<file path="src/ufs_cfg.svh">
/*
  constants of the port fault supervisor: register offsets, field
  positions, reset values, event indices and timing counts.
  assumes a 20 MHz core clock and a word-aligned 32-bit register bus.
*/
`ifndef UFS_CFG_SVH
`define UFS_CFG_SVH

// ****************************************************************
// clock and timing
// ****************************************************************
`define UFS_CLK_KHZ        20000
`define UFS_OVERTEMP_WARNING_FLAG_MS    20
`define UFS_OC_MS          16
`define UFS_VCONN_MS       1
`define UFS_RETRY_MS       64
`define UFS_MS_TO_CYC(ms)  ((ms) * `UFS_CLK_KHZ)
`define UFS_LX_RUN         3'h4

// ****************************************************************
// register offsets (byte addresses)
// ****************************************************************
`define UFS_FLAGS_OFS      8'h00
`define UFS_MASK_OFS       8'h04
`define UFS_CTRL_OFS       8'h08
`define UFS_STATE_OFS      8'h0c

// ****************************************************************
// control fields and reset values
// ****************************************************************
`define UFS_CTRL_TRIP_SEL  0
`define UFS_CTRL_FOLDBACK  1
`define UFS_CTRL_CUR_LO    2
`define UFS_CTRL_CUR_HI    3
`define UFS_CTRL_VCONN     4
`define UFS_CTRL_RST       5'h1e
`define UFS_MASK_RST       11'h000

// ****************************************************************
// event indices and action masks
// ****************************************************************
`define UFS_NUM_EV         11
`define UFS_EV_OVERTEMP_SHUTDOWN_FLAG     0
`define UFS_EV_OVERTEMP_WARNING_FLAG    1
`define UFS_EV_INPUT_OVERVOLTAGE_FLAG       2
`define UFS_EV_DATALINE_OVERVOLTAGE_FLAG     3
`define UFS_EV_BUS_ILIM    4
`define UFS_EV_ILIM_UV     5
`define UFS_EV_BUS_UV      6
`define UFS_EV_SHT_GND     7
`define UFS_EV_SENSE_OV    8
`define UFS_EV_VCONN_OC    9
`define UFS_EV_PREON_OV    10
`define UFS_SHUT_MASK      11'h18d
`define UFS_BC_MASK        11'h00c
`define UFS_PIN_MASK       11'h7fd

`endif

</file>
<file path="src/ufs_pkg.sv">
/*
  types shared by the port fault supervisor and its event tracker.
  assumes ufs_cfg.svh for all numeric constants.
*/
package ufs_pkg;
  typedef logic [10:0] ufs_ev_vec_t;
  typedef logic [23:0] ufs_cnt_t;
  typedef enum logic {UFS_EV_IDLE, UFS_EV_ACTIVE} ufs_ev_state_t;
endpackage

</file>
<file path="src/ufs_event.sv">
/*
  one fault event: debounce of a synchronised condition, then a held
  fault with its own recovery wait timer.
  assumes cond is already synchronous to core_clk.
*/
`timescale 1ns/100ps
`default_nettype none

module ufs_event
#(
  parameter int unsigned DEB_CYCLES = 0
)
(
  // clock and reset
  input  wire logic            core_clk,
  input  wire logic            rst,
  // condition and recovery setup
  input  wire logic            cond,
  input  wire logic            from_trip,
  input  wire ufs_pkg::ufs_cnt_t retry_cycles,
  // result
  output logic                 active,
  output logic                 trip
);
  import ufs_pkg::*;

  localparam ufs_cnt_t DEB_LAST = (DEB_CYCLES == 0) ? '0 : ufs_cnt_t'(DEB_CYCLES - 1);

  ufs_ev_state_t state_q;
  ufs_cnt_t      deb_q;
  ufs_cnt_t      retry_q;
  logic          trip_q;
  logic          deb_done;
  logic          expired;

  assign deb_done = cond && ((DEB_CYCLES == 0) || (deb_q == DEB_LAST));
  assign expired  = (retry_q >= retry_cycles);
  assign active   = (state_q == UFS_EV_ACTIVE);
  assign trip     = trip_q;

  // ****************************************************************
  // debounce
  // ****************************************************************
  always_ff @(posedge core_clk)
  begin
    if (rst || state_q != UFS_EV_IDLE || !cond)
      deb_q <= '0;
    else if (!deb_done)
      deb_q <= deb_q + 24'h000001;
  end

  // ****************************************************************
  // recovery wait timer
  // ****************************************************************
  // counts from the trip or from the clear; a returning condition
  // restarts the clear-started kind
  always_ff @(posedge core_clk)
  begin
    if (rst || state_q == UFS_EV_IDLE)
      retry_q <= '0;
    else if ((from_trip || !cond) && !expired)
      retry_q <= retry_q + 24'h000001;
    else if (!from_trip && cond)
      retry_q <= '0;
  end

  // ****************************************************************
  // event state
  // ****************************************************************
  always_ff @(posedge core_clk)
  begin
    if (rst)
    begin
      state_q <= UFS_EV_IDLE;
      trip_q  <= 1'b0;
    end
    else
    begin
      trip_q <= 1'b0;
      unique case (state_q)
        UFS_EV_IDLE:
          if (deb_done)
          begin
            state_q <= UFS_EV_ACTIVE;
            trip_q  <= 1'b1;
          end
        UFS_EV_ACTIVE:
          if (expired && !cond)
            state_q <= UFS_EV_IDLE;
      endcase
    end
  end
endmodule

`default_nettype wire

</file>
<file path="src/ufs_supervisor.sv">
/*
  fault supervisor of a usb type-c host port power stage: debounces
  fault conditions, raises flags and the open-drain fault output, and
  steers converter, data switches, pull-up, bc1.2 reset, cable power
  and advertised current. wishbone classic slave for software.
  assumes comparator inputs are asynchronous levels and that the fault
  pin is pulled up externally.
*/
`timescale 1ns/100ps
`default_nettype none
`include "ufs_cfg.svh"

module ufs_supervisor
#(
  parameter int unsigned OVERTEMP_WARNING_FLAG_CYC = `UFS_MS_TO_CYC(`UFS_OVERTEMP_WARNING_FLAG_MS),
  parameter int unsigned OC_CYC       = `UFS_MS_TO_CYC(`UFS_OC_MS),
  parameter int unsigned VCONN_CYC    = `UFS_MS_TO_CYC(`UFS_VCONN_MS),
  parameter int unsigned RETRY_CYC    = `UFS_MS_TO_CYC(`UFS_RETRY_MS)
)
(
  // clock and reset
  input  wire logic        core_clk,
  input  wire logic        rst,
  // wishbone classic slave
  input  wire logic        wb_cyc,
  input  wire logic        wb_stb,
  input  wire logic        wb_we,
  input  wire logic [7:0]  wb_adr,
  input  wire logic [3:0]  wb_sel,
  input  wire logic [31:0] wb_wdat,
  output logic [31:0]      wb_rdat,
  output logic             wb_ack,
  // fault conditions from comparators
  input  wire logic        overtemp_shutdown,
  input  wire logic        overtemp_warning,
  input  wire logic        input_overvoltage,
  input  wire logic        dataline_overvoltage,
  input  wire logic        bus_overcurrent,
  input  wire logic        sense_below_uv,
  input  wire logic        sense_below_short,
  input  wire logic        sense_overvoltage,
  input  wire logic        cable_power_overcurrent,
  input  wire logic        preon_overvoltage,
  input  wire logic        switch_node_overcurrent,
  input  wire logic        switch_node_cycle,
  input  wire logic        cable_unattached,
  // open-drain fault pin
  input  wire logic        fault_n_in,
  output logic             fault_n_out,
  output logic             fault_n_oe,
  // interrupt and power stage controls
  output logic             irq,
  output logic             converter_enable,
  output logic             data_switch_close,
  output logic             rp_enable,
  output logic             bc12_reset,
  output logic             vconn_enable,
  output logic [1:0]       advertised_current
);
  import ufs_pkg::*;

  localparam int unsigned DEB_TAB [0:10] = '{
    0, OVERTEMP_WARNING_FLAG_CYC, 0, 0, OC_CYC, OC_CYC, OC_CYC, 0, 0, VCONN_CYC, OC_CYC
  };

  // ****************************************************************
  // input synchronisers
  // ****************************************************************
  logic [13:0] raw;
  logic [13:0] sync1_q;
  logic [13:0] sync2_q;

  assign raw = {fault_n_in, cable_unattached, switch_node_cycle,
                switch_node_overcurrent, preon_overvoltage,
                cable_power_overcurrent, sense_overvoltage,
                sense_below_short, sense_below_uv, bus_overcurrent,
                dataline_overvoltage, input_overvoltage,
                overtemp_warning, overtemp_shutdown};

  always_ff @(posedge core_clk)
  begin
    if (rst)
    begin
      sync1_q <= 14'h0000;
      sync2_q <= 14'h0000;
    end
    else
    begin
      sync1_q <= raw;
      sync2_q <= sync1_q;
    end
  end

  logic bus_oc_s;
  logic below_uv_s;
  logic below_short_s;
  logic sw_oc_s;
  logic sw_cycle_s;
  logic unattached_s;
  logic pin_level_s;

  assign bus_oc_s      = sync2_q[4];
  assign below_uv_s    = sync2_q[5];
  assign below_short_s = sync2_q[6];
  assign sw_oc_s       = sync2_q[10];
  assign sw_cycle_s    = sync2_q[11];
  assign unattached_s  = sync2_q[12];
  assign pin_level_s   = sync2_q[13];

  // ****************************************************************
  // switch node overcurrent run
  // ****************************************************************
  logic       sw_cycle_prev_q;
  logic [2:0] lx_run_q;
  logic       lx_short;

  always_ff @(posedge core_clk)
  begin
    if (rst)
      sw_cycle_prev_q <= 1'b0;
    else
      sw_cycle_prev_q <= sw_cycle_s;
  end

  // overcurrent cycles in a row; cleared while the converter is off, so no stale run trips later
  always_ff @(posedge core_clk)
  begin
    if (rst || !converter_enable)
      lx_run_q <= 3'h0;
    else if (sw_cycle_s && !sw_cycle_prev_q)
    begin
      if (!sw_oc_s)
        lx_run_q <= 3'h0;
      else if (lx_run_q != `UFS_LX_RUN)
        lx_run_q <= lx_run_q + 3'h1;
    end
  end

  assign lx_short = (lx_run_q == `UFS_LX_RUN);

  // ****************************************************************
  // control register fields
  // ****************************************************************
  logic [4:0]  ctrl_q;
  ufs_ev_vec_t mask_q;
  ufs_ev_vec_t flags_q;
  logic        trip_sel;

  assign trip_sel = ctrl_q[`UFS_CTRL_TRIP_SEL];

  // ****************************************************************
  // fault events
  // ****************************************************************
  ufs_ev_vec_t cond;
  ufs_ev_vec_t from_trip;
  ufs_ev_vec_t active;
  ufs_ev_vec_t trip;

  always_comb
  begin
    cond                       = sync2_q[10:0];
    cond[`UFS_EV_ILIM_UV]      = bus_oc_s && below_uv_s;
    cond[`UFS_EV_BUS_UV]       = below_uv_s;
    cond[`UFS_EV_SHT_GND]      = (bus_oc_s || lx_short) && below_short_s;
    cond[`UFS_EV_SENSE_OV]     = sync2_q[7];
    cond[`UFS_EV_VCONN_OC]     = sync2_q[8];
    cond[`UFS_EV_PREON_OV]     = sync2_q[9];
    from_trip                  = '0;
    from_trip[`UFS_EV_SHT_GND] = 1'b1;
    from_trip[`UFS_EV_ILIM_UV] = !trip_sel;
  end

  for (genvar i = 0; i < `UFS_NUM_EV; i++)
  begin : g_ev
    ufs_event
    #(
      .DEB_CYCLES (DEB_TAB[i])
    )
    u_event
    (
      .core_clk     (core_clk),
      .rst          (rst),
      .cond         (cond[i]),
      .from_trip    (from_trip[i]),
      .retry_cycles (ufs_cnt_t'(RETRY_CYC)),
      .active       (active[i]),
      .trip         (trip[i])
    );
  end

  // ****************************************************************
  // power stage actions
  // ****************************************************************
  ufs_ev_vec_t shut_mask;
  logic        shut;
  logic        sw_open;
  logic        reporting;
  logic        foldback;
  logic [1:0]  cfg_cur;
  logic        vconn_lock_q;

  // the combined trip only shuts down in the hard trip mode
  always_comb
  begin
    shut_mask                  = `UFS_SHUT_MASK;
    shut_mask[`UFS_EV_ILIM_UV] = !trip_sel;
  end

  assign shut      = |(active & shut_mask);
  assign sw_open   = |(active & `UFS_SHUT_MASK);
  assign reporting = |(active & `UFS_PIN_MASK);
  assign cfg_cur   = ctrl_q[`UFS_CTRL_CUR_HI:`UFS_CTRL_CUR_LO];
  assign foldback  = active[`UFS_EV_OVERTEMP_WARNING_FLAG] && ctrl_q[`UFS_CTRL_FOLDBACK];

  // cable power stays off after its overcurrent until a detach is seen
  always_ff @(posedge core_clk)
  begin
    if (rst)
      vconn_lock_q <= 1'b0;
    else if (trip[`UFS_EV_VCONN_OC])
      vconn_lock_q <= 1'b1;
    else if (unattached_s && !active[`UFS_EV_VCONN_OC])
      vconn_lock_q <= 1'b0;
  end

  always_ff @(posedge core_clk)
  begin
    if (rst)
    begin
      fault_n_out        <= 1'b0;
      fault_n_oe         <= 1'b0;
      converter_enable   <= 1'b0;
      data_switch_close  <= 1'b0;
      rp_enable          <= 1'b0;
      bc12_reset         <= 1'b0;
      vconn_enable       <= 1'b0;
      advertised_current <= 2'h0;
    end
    else
    begin
      fault_n_out        <= 1'b0;
      fault_n_oe         <= reporting;
      converter_enable   <= !shut;
      data_switch_close  <= !sw_open;
      rp_enable          <= !shut;
      bc12_reset         <= |(active & `UFS_BC_MASK);
      vconn_enable       <= ctrl_q[`UFS_CTRL_VCONN] && !vconn_lock_q &&
                            !active[`UFS_EV_VCONN_OC];
      advertised_current <= (foldback && cfg_cur != 2'h0) ? cfg_cur - 2'h1 : cfg_cur;
    end
  end

  // ****************************************************************
  // wishbone slave
  // ****************************************************************
  logic        req;
  logic        rd_req;
  logic        wr_req;
  logic [7:0]  adr;
  logic [31:0] rd_d;
  ufs_ev_vec_t clr;
  ufs_ev_vec_t flags_d;

  // one wait state: ack rises the edge after the request is seen
  assign req    = wb_cyc && wb_stb && !wb_ack;
  assign rd_req = req && !wb_we;
  assign wr_req = req && wb_we;
  assign adr    = {wb_adr[7:2], 2'b00};

  always_comb
  begin
    unique case (adr)
      `UFS_FLAGS_OFS: rd_d = {21'h000000, flags_q};
      `UFS_MASK_OFS:  rd_d = {21'h000000, mask_q};
      `UFS_CTRL_OFS:  rd_d = {27'h0000000, ctrl_q};
      `UFS_STATE_OFS: rd_d = {7'h00, pin_level_s, 2'h0, advertised_current,
                              vconn_enable, rp_enable, data_switch_close,
                              converter_enable, 5'h00, active};
      default:        rd_d = 32'h00000000;
    endcase
  end

  always_ff @(posedge core_clk)
  begin
    if (rst)
    begin
      wb_ack  <= 1'b0;
      wb_rdat <= 32'h00000000;
    end
    else
    begin
      wb_ack <= req;
      if (rd_req)
        wb_rdat <= rd_d;
    end
  end

  always_ff @(posedge core_clk)
  begin
    if (rst)
    begin
      mask_q <= `UFS_MASK_RST;
      ctrl_q <= `UFS_CTRL_RST;
    end
    else if (wr_req)
    begin
      if (adr == `UFS_MASK_OFS && wb_sel[0])
        mask_q[7:0] <= wb_wdat[7:0];
      if (adr == `UFS_MASK_OFS && wb_sel[1])
        mask_q[10:8] <= wb_wdat[10:8];
      if (adr == `UFS_CTRL_OFS && wb_sel[0])
        ctrl_q <= wb_wdat[4:0];
    end
  end

  // ****************************************************************
  // flags and interrupt
  // ****************************************************************
  // a read clears all flags, a write of ones clears those bits; a new
  // trip in the same cycle wins, a still-active event sets again next
  always_comb
  begin
    clr = '0;
    if (rd_req && adr == `UFS_FLAGS_OFS)
      clr = '1;
    else if (wr_req && adr == `UFS_FLAGS_OFS)
      clr = wb_wdat[10:0] & {{3{wb_sel[1]}}, {8{wb_sel[0]}}};
    flags_d = (flags_q & ~clr) | trip | (active & ~clr);
  end

  always_ff @(posedge core_clk)
  begin
    if (rst)
    begin
      flags_q <= '0;
      irq     <= 1'b0;
    end
    else
    begin
      flags_q <= flags_d;
      irq     <= |(flags_d & mask_q);
    end
  end
endmodule

`default_nettype wire

</file>
<file path="config.mk">
export PLATFORM = sky130hd
export DESIGN_NAME = ufs_supervisor
export DESIGN_NICKNAME = d
export VERILOG_FILES = /design/src/ufs_pkg.sv /design/src/ufs_event.sv /design/src/ufs_supervisor.sv
export VERILOG_INCLUDE_DIRS = /design/src
export SDC_FILE = /design/constraint.sdc
export NUM_CORES = 1
export LEC_CHECK = 0
export BUFFER_PORTS_ARGS = -buffer_cell sky130_fd_sc_hd__buf_2
export CAP_MARGIN = 20
export CORE_MARGIN = 4
export CORE_UTILIZATION = 60
export DETAILED_ROUTE_END_ITERATION = 10
export GPL_ROUTABILITY_DRIVEN = 0
export PLACE_DENSITY = 0.81
export SETUP_SLACK_MARGIN = 0.05
export SLEW_MARGIN = 20
export SYNTH_ARGS = -nofsm -noshare
export SYNTH_HDL_FRONTEND = slang
export SYNTH_HIERARCHICAL = 1
export SYNTH_SLANG_ARGS = --single-unit
</file>
<file path="constraint.sdc">
create_clock -name core_clk -period 6 [get_ports core_clk]
set_input_delay 1.2 -clock core_clk [delete_from_list [all_inputs] [get_ports core_clk]]
set_output_delay 1.2 -clock core_clk [all_outputs]
set_load 0.01 [all_outputs]
</file>
# Yosys cells after proc, flatten, opt, wreduce, memory -nomap -nowiden
# Index checks and enable logic that the tools add are counted.
# classes
add_sub_neg	19
n_mul	0
n_div	0
n_lt_le_gt_ge	11
eq_ne	12
shift	0
n_mux	61
bitwise	19
reduce_logical	134
# ops
op	n
two-way mux 24 bit	20
adder 24 x 1 -> 24 bit (second input constant)	17
greater-or-equal comparator 24 x 21 -> 1 bit (second input constant)	11
== test 24 x 19 -> 1 bit (second input constant)	5
one-hot mux 25 bit (4 select lines)	1
logical AND 1 bit	45
AND 11 bit	4
zero test 1 bit	30
logical OR 1 bit	26
== test 24 x 15 -> 1 bit (second input constant)	1
two-way mux 1 bit	24
nonzero test 2 bit	12
OR reduction 2 bit	12
two-way mux 11 bit	2
OR 11 bit	2
one-hot mux 1 bit (2 select lines)	11
OR reduction 11 bit	2
== test 6 x 2 -> 1 bit (second input constant)	2
AND 11 x 9 -> 11 bit	1
NOT 1 bit	11
NOT 11 bit	1
OR reduction 10 bit	1
zero test 8 bit	1
AND reduction 2 bit	4
other kinds (9)	10
# totals
reg_bits	531
latchBits	0
ramBits	0
mem_bits_ro	0
input_bits	63
output_inout_bits	43
elab_cells	313
memories	0

# Logic depth before layout (Yosys ltp)
# logic_depth
depth_word	12
depth_mapped	11
ltp_nobuf	8

# By module
# Netlist, hierarchy kept.
# by_module_without_submodules
module	instances	cells_per_inst	area_per_inst_um2	seq_area_each_um2
ufs_event (g_ev[10].u_event ...)	4	374	3047.9	1001.0
ufs_event (g_ev[0].u_event ...)	5	239	1884.3	520.5
ufs_supervisor	1	367	3577.2	1721.7
ufs_event (g_ev[9].u_event)	1	364	3029.2	1001.0
ufs_event (g_ev[1].u_event)	1	364	2951.6	1001.0

# Worst setup path after synthesis
# Ideal clock, no wire load.
# synth_path
path_kind	input -> register
startpoint	input wb_adr[3]
endpoint	register irq
setup_ns	0.139
arrival_time_ns	2.394
required_time_ns	5.861
path_slack_ns	3.467
cell_stages	6
n_path_buf	1
cell_sequence	buf_2 nor2_2 nand3_4 o31a_1 nor4_1 a41oi_1
# synth_between
elab_chain_len	10
elab_cells_between_ends	12
cone_classes	mux (2); bitwise (6); reduce/logical (4)
# synth_lines
element	line_no	text
start, declared	ufs_supervisor.sv:28	input wire logic [7:0] wb_adr,
zero test 8 bit *	--	
logical AND 1 bit (no source line)	--	
two-way mux 11 bit	ufs_supervisor.sv:326	else if (wr_req && adr == `UFS_FLAGS_OFS)
two-way mux 11 bit *	ufs_supervisor.sv:324	if (rd_req && adr == `UFS_FLAGS_OFS)
NOT 11 bit *	ufs_supervisor.sv:328	flags_d = (flags_q & ~clr) | trip | (active & ~clr);
AND 11 bit	ufs_supervisor.sv:328	
OR 11 bit	ufs_supervisor.sv:328	
OR 11 bit *	ufs_supervisor.sv:328	
AND 11 bit *	ufs_supervisor.sv:341	irq <= |(flags_d & mask_q);
OR reduction 11 bit *	ufs_supervisor.sv:341	
end signal, assigned	ufs_supervisor.sv:341	
end, declared	ufs_supervisor.sv:52	output logic irq,
# Mark *: on every way between the ends. The rest lies on a longest branch, timed or not.
# A chain may end at the register's enable or synchronous reset.

# Worst setup path in the final report
# layout_path
startpoint	input wb_stb
endpoint	register wb_rdat[17]
# layout_between
elab_chain_len	3
# layout_lines
element	line_no	text
start, declared	ufs_supervisor.sv:26	input wire logic wb_stb,
logical AND 1 bit (2 in series)	ufs_supervisor.sv:265	assign req = wb_cyc && wb_stb && !wb_ack;
logical AND 1 bit	ufs_supervisor.sv:266	assign rd_req = req && !wb_we;
end signal, assigned	ufs_supervisor.sv:294	wb_rdat <= rd_d;
end, declared	ufs_supervisor.sv:31	output logic [31:0] wb_rdat,
# Every way passes these cells.

==> summary.txt <==
Status
  – Result of the run: finished clean

CTS
  – CTS tree: yes
  – Clock Path Buffers: 3
  – Clock latency on the worst-skew pair: 0.62 ns
  – Clock Sink Count: 516
  – Max H-tree Level: 2
  – Gates resized, CTS repair: 0
  – Post-CTS setup buffer count: 0
  – CTS root buffer: clkbuf_16
  – Clock transition at the register clock pins on the worst setup and hold paths after CTS: 0.06 ns
  – Number of buffers added to fix hold violations after cts: 0
  – Total CTS buffers: 56

Synth
  – Count of flip-flops with a built-in enable after synthesis: 0
  – Mean post-synth cell area: 8.23 µm²
  – Number of different library cells in the post-synthesis netlist: 90
  – Number of cells produced by synthesis: 3,786
  – Share of flip-flops with an asynchronous set or reset after synthesis: 0%
  – Post-synthesis cell area: 31,200 µm²
  – Top flip-flop cell by instance count after synthesis: dfxtp_1
  – Number of warnings printed during yosys synthesis: 6
  – Sequential share of the synthesized area: 33.1%
  – Total of flip-flops plus latches after synthesis: 516

Timing
  – Post-route clock period utilization: 51.6%
  – Hold Violations, Final: 0
  – Slew at the pin closest to its max-slew limit: 1.03 ns
  – Layout Skew: 0.0156 ns
  – Setup_tns: 0 ns
  – Post-layout minimum cycle time: 3.09 ns
  – Finish-stage setup viols: 0
  – Worst slew margin relative to its limit: 31.2%
  – Highest achievable clock rate: 323 MHz
  – Setup repair after global routing missed its margin: false
  – Final Max Tran Viols: 0

Floorplan
  – Num rows: 83
  – Chip Height: 236 µm
  – Die Area: 55,700 µm²
  – Boundary Pins: 106
  – Die Span X: 236 µm
  – Core area: 51,400 µm²
  – Effective utilization at floorplan: 60.6%

Place
  – Cell Area, Placed: 32,600 µm²
  – Detailed placer's ending HPWL: 47.9 mm
  – Number of buffers inserted by port buffering: 65

Layout
  – Finished Cell Area: 34,600 µm²
  – Fill cell total of the finished layout: 4,338
  – Layout overhead on the synthesized area: 11.1%
  – NumNets Final: 4,393
  – Fraction of final layout cells sized beyond drive strength 1: 6.99%

Drt
  – DRT met1 WL: 31.1 mm
  – Average wire per cell in the routed design: 14.3 µm
  – Total routed wirelength: 68.4 mm
  – Remaining routing DRC violations: 0
  – Number of iterations in the first detailed-routing pass: 6
  – DRT iter0 DRCs: 1,913
  – Post-DR vias/cell: 5.73
  – Met3 routed wirelength: 3.55 mm
  – WL met2: 32.2 mm
  – Post-route antenna net violation count: 0
  – Uppermost layer routed: met5
  – Vias after detailed routing: 27,400

Global route
  – Number of antenna violations at the first check in global routing: 7
  – Leftover overflow at the end of global routing: 0
  – Wire length of the first global-routing pass: 116 mm
  – Maximum number of pins on one net before global-route repair: 62
  – Via count of the first global-routing pass: 24,900
  – Overall fraction of global-route tracks in use: 23.6%

Critical path
  – Classification of the worst setup path: input port to register
  – Worst Setup End Kind: register
  – Reg-to-reg slack, setup: 3.11 ns
  – Required time reported for the critical path endpoint: 6.54 ns
  – Critical Path Source: wb_stb
  – Critical register-to-register path endpoint: g_ev[3].u_event/retry_q[16]
  – Critical Path Sink: wb_rdat[17]
  – Startpoint of the worst-slack reg-to-reg timing path: g_ev[3].u_event/retry_q[23]
  – Worst Setup Start Kind: input port
  – FF-to-FF path depth: 8
  – Arrival time reported for the critical path endpoint: 3.63 ns
  – Largest fanout on the critical path: 19

Power
  – Static Leak: 13.2 nW
  – Pwr Density: 217 nW/µm²
  – Peak VDD IR: 0.000212 V

Min path
  – Min-Delay Path Class: register to register

Job
  – Maxcap violations: 0
## area by class of cell
type / count / area, µm² / area share (%)
clock buffer: 72 / 1570 / 4.54
multi-input combinational: 3059 / 19700 / 57.0
antenna: 4 / 10.0 / 0.0289
inverter: 337 / 1260 / 3.65
tap: 680 / 851 / 2.46
clock inverter: 33 / 454 / 1.31
sequential: 516 / 10300 / 29.8
timing repair buffer: 76 / 418 / 1.21
## logic make-up (layout without fill, tap and decap cells)
kind of cell             count (synthesis)  count (layout)  synth area share, %
buffers and inverters                  498             518                 7.04
AO/OA/AOI/OAI                          818             818                 16.4
XOR/XNOR                               128             128                 3.60
multiplexers                            44              44                 1.61
adder cells (fa/ha/maj)                284             284                 11.4
flip-flops                             516             516                 33.1
other                                    2             293               0.0241
AND/OR/NAND/NOR                       1496            1496                 26.8
## through the flow
step	cells	power [mW]	setup WS [ns]	util, %	hold WS (ns)
finish	4777	7.52	2.91	67.4	0.428
floorplan	4073	3.77	3.47	-	0.400
CTS	4773	7.59	2.99	67.4	0.426
global route	4774	7.78	2.79	67.4	0.448
global placement	4667	3.83	2.54	63.4	0.415
detailed placement	4668	3.83	2.48	63.4	0.417
## sequential cells by signal (all words and copies together) (netlist names), 14 cells and up
signal	cells
g_ev.u_event/deb_q	144
sync1_q	14
sync2_q	14
wb_rdat	17
g_ev.u_event/retry_q	264
## routing by layer
| metal | vias to the layer above | track usage (%) |
|---|---|---|
| met1 | 12800 | 31.6 |
| met4 | 6 | 6.07 |
| met3 | 102 | 4.00 |
| li1 | 14000 | - |
| met5 | - | 0 |
| met2 | 504 | 39.8 |
## power by group
group,switching (mW),internal [mW],total [mW]
Clock,1.50,2.25,3.75
Sequential,0.0169,3.45,3.46
Combinational,0.193,0.114,0.307
Total,1.71,5.81,7.52
## cell usage after synthesis, types with 7 or more instances
cell type    n  area, µm²
a211o_1     11       96.3
a211oi_1    24        180
a21oi_1    330       1650
a22oi_1     27        203
and2_1      28        175
and3_1      70        438
and4_1      36        315
buf_1        7       26.3
buf_2       34        170
buf_4       23        173
buf_6       23        259
clkbuf_1    69        259
dfxtp_1    516      10300
ha_1       284       3550
inv_1      336       1260
mux2i_1     39        390
nand2_1    270       1010
nand2b_1    41        257
nand3_1    172        861
nand3_2     15        150
nand4_1    143        895
nor2_1     284       1070
nor2b_1     41        257
nor3_1      51        255
nor4_1      15       93.8
nor4_2      15        188
o211ai_1    20        150
o211ai_2    10        125
o21a_1      15        113
o21ai_0    192        961
o311ai_0    10       87.6
o31a_1       7       61.3
o31ai_1     93        698
o41ai_1      9       78.8
or3_1      128        801
or4_1      113        848
or4b_1       9       90.1
xnor2_1     32        280
xor2_1      96        841
## worst max-delay path, cell delays in order
cell      delay (ns)
buf_2           0.08
and3b_1         0.43
nand2b_1        0.61
nor2_1          0.91
a22oi_1         0.20
nor2_1          0.18
## how the worst min path moves through the flow
stage / to / slack (ns) / cells after the start / start
CTS: vconn_enable / 0.43 / 1 / vconn_lock_q
detailed placement: vconn_enable / 0.42 / 1 / vconn_lock_q
floorplan: vconn_enable / 0.40 / 1 / vconn_lock_q
finish: vconn_enable / 0.43 / 1 / vconn_lock_q
global route: vconn_enable / 0.45 / 1 / vconn_lock_q
global placement: sync2_q[9] / 0.41 / 1 / sync1_q[9]
## layout by cell type (no fill, tap or decap), types with 41 or more instances in the layout
| cell | instances |
|---|---|
| clkbuf_16 | 57 |
| nor3_1 | 51 |
| and3_1 | 70 |
| a21oi_1 | 330 |
| or4_1 | 113 |
| nand3_1 | 172 |
| nand4_1 | 143 |
| nand2b_1 | 41 |
| ha_1 | 284 |
| buf_2 | 64 |
| o21ai_0 | 192 |
| nor2b_1 | 41 |
| dfxtp_1 | 516 |
| nor2_1 | 284 |
| nand2_1 | 270 |
| inv_1 | 336 |
| or3_1 | 128 |
| conb_1 | 289 |
| xor2_1 | 96 |
| o31ai_1 | 93 |
Note: power is estimated with default switching activity, not from simulation.
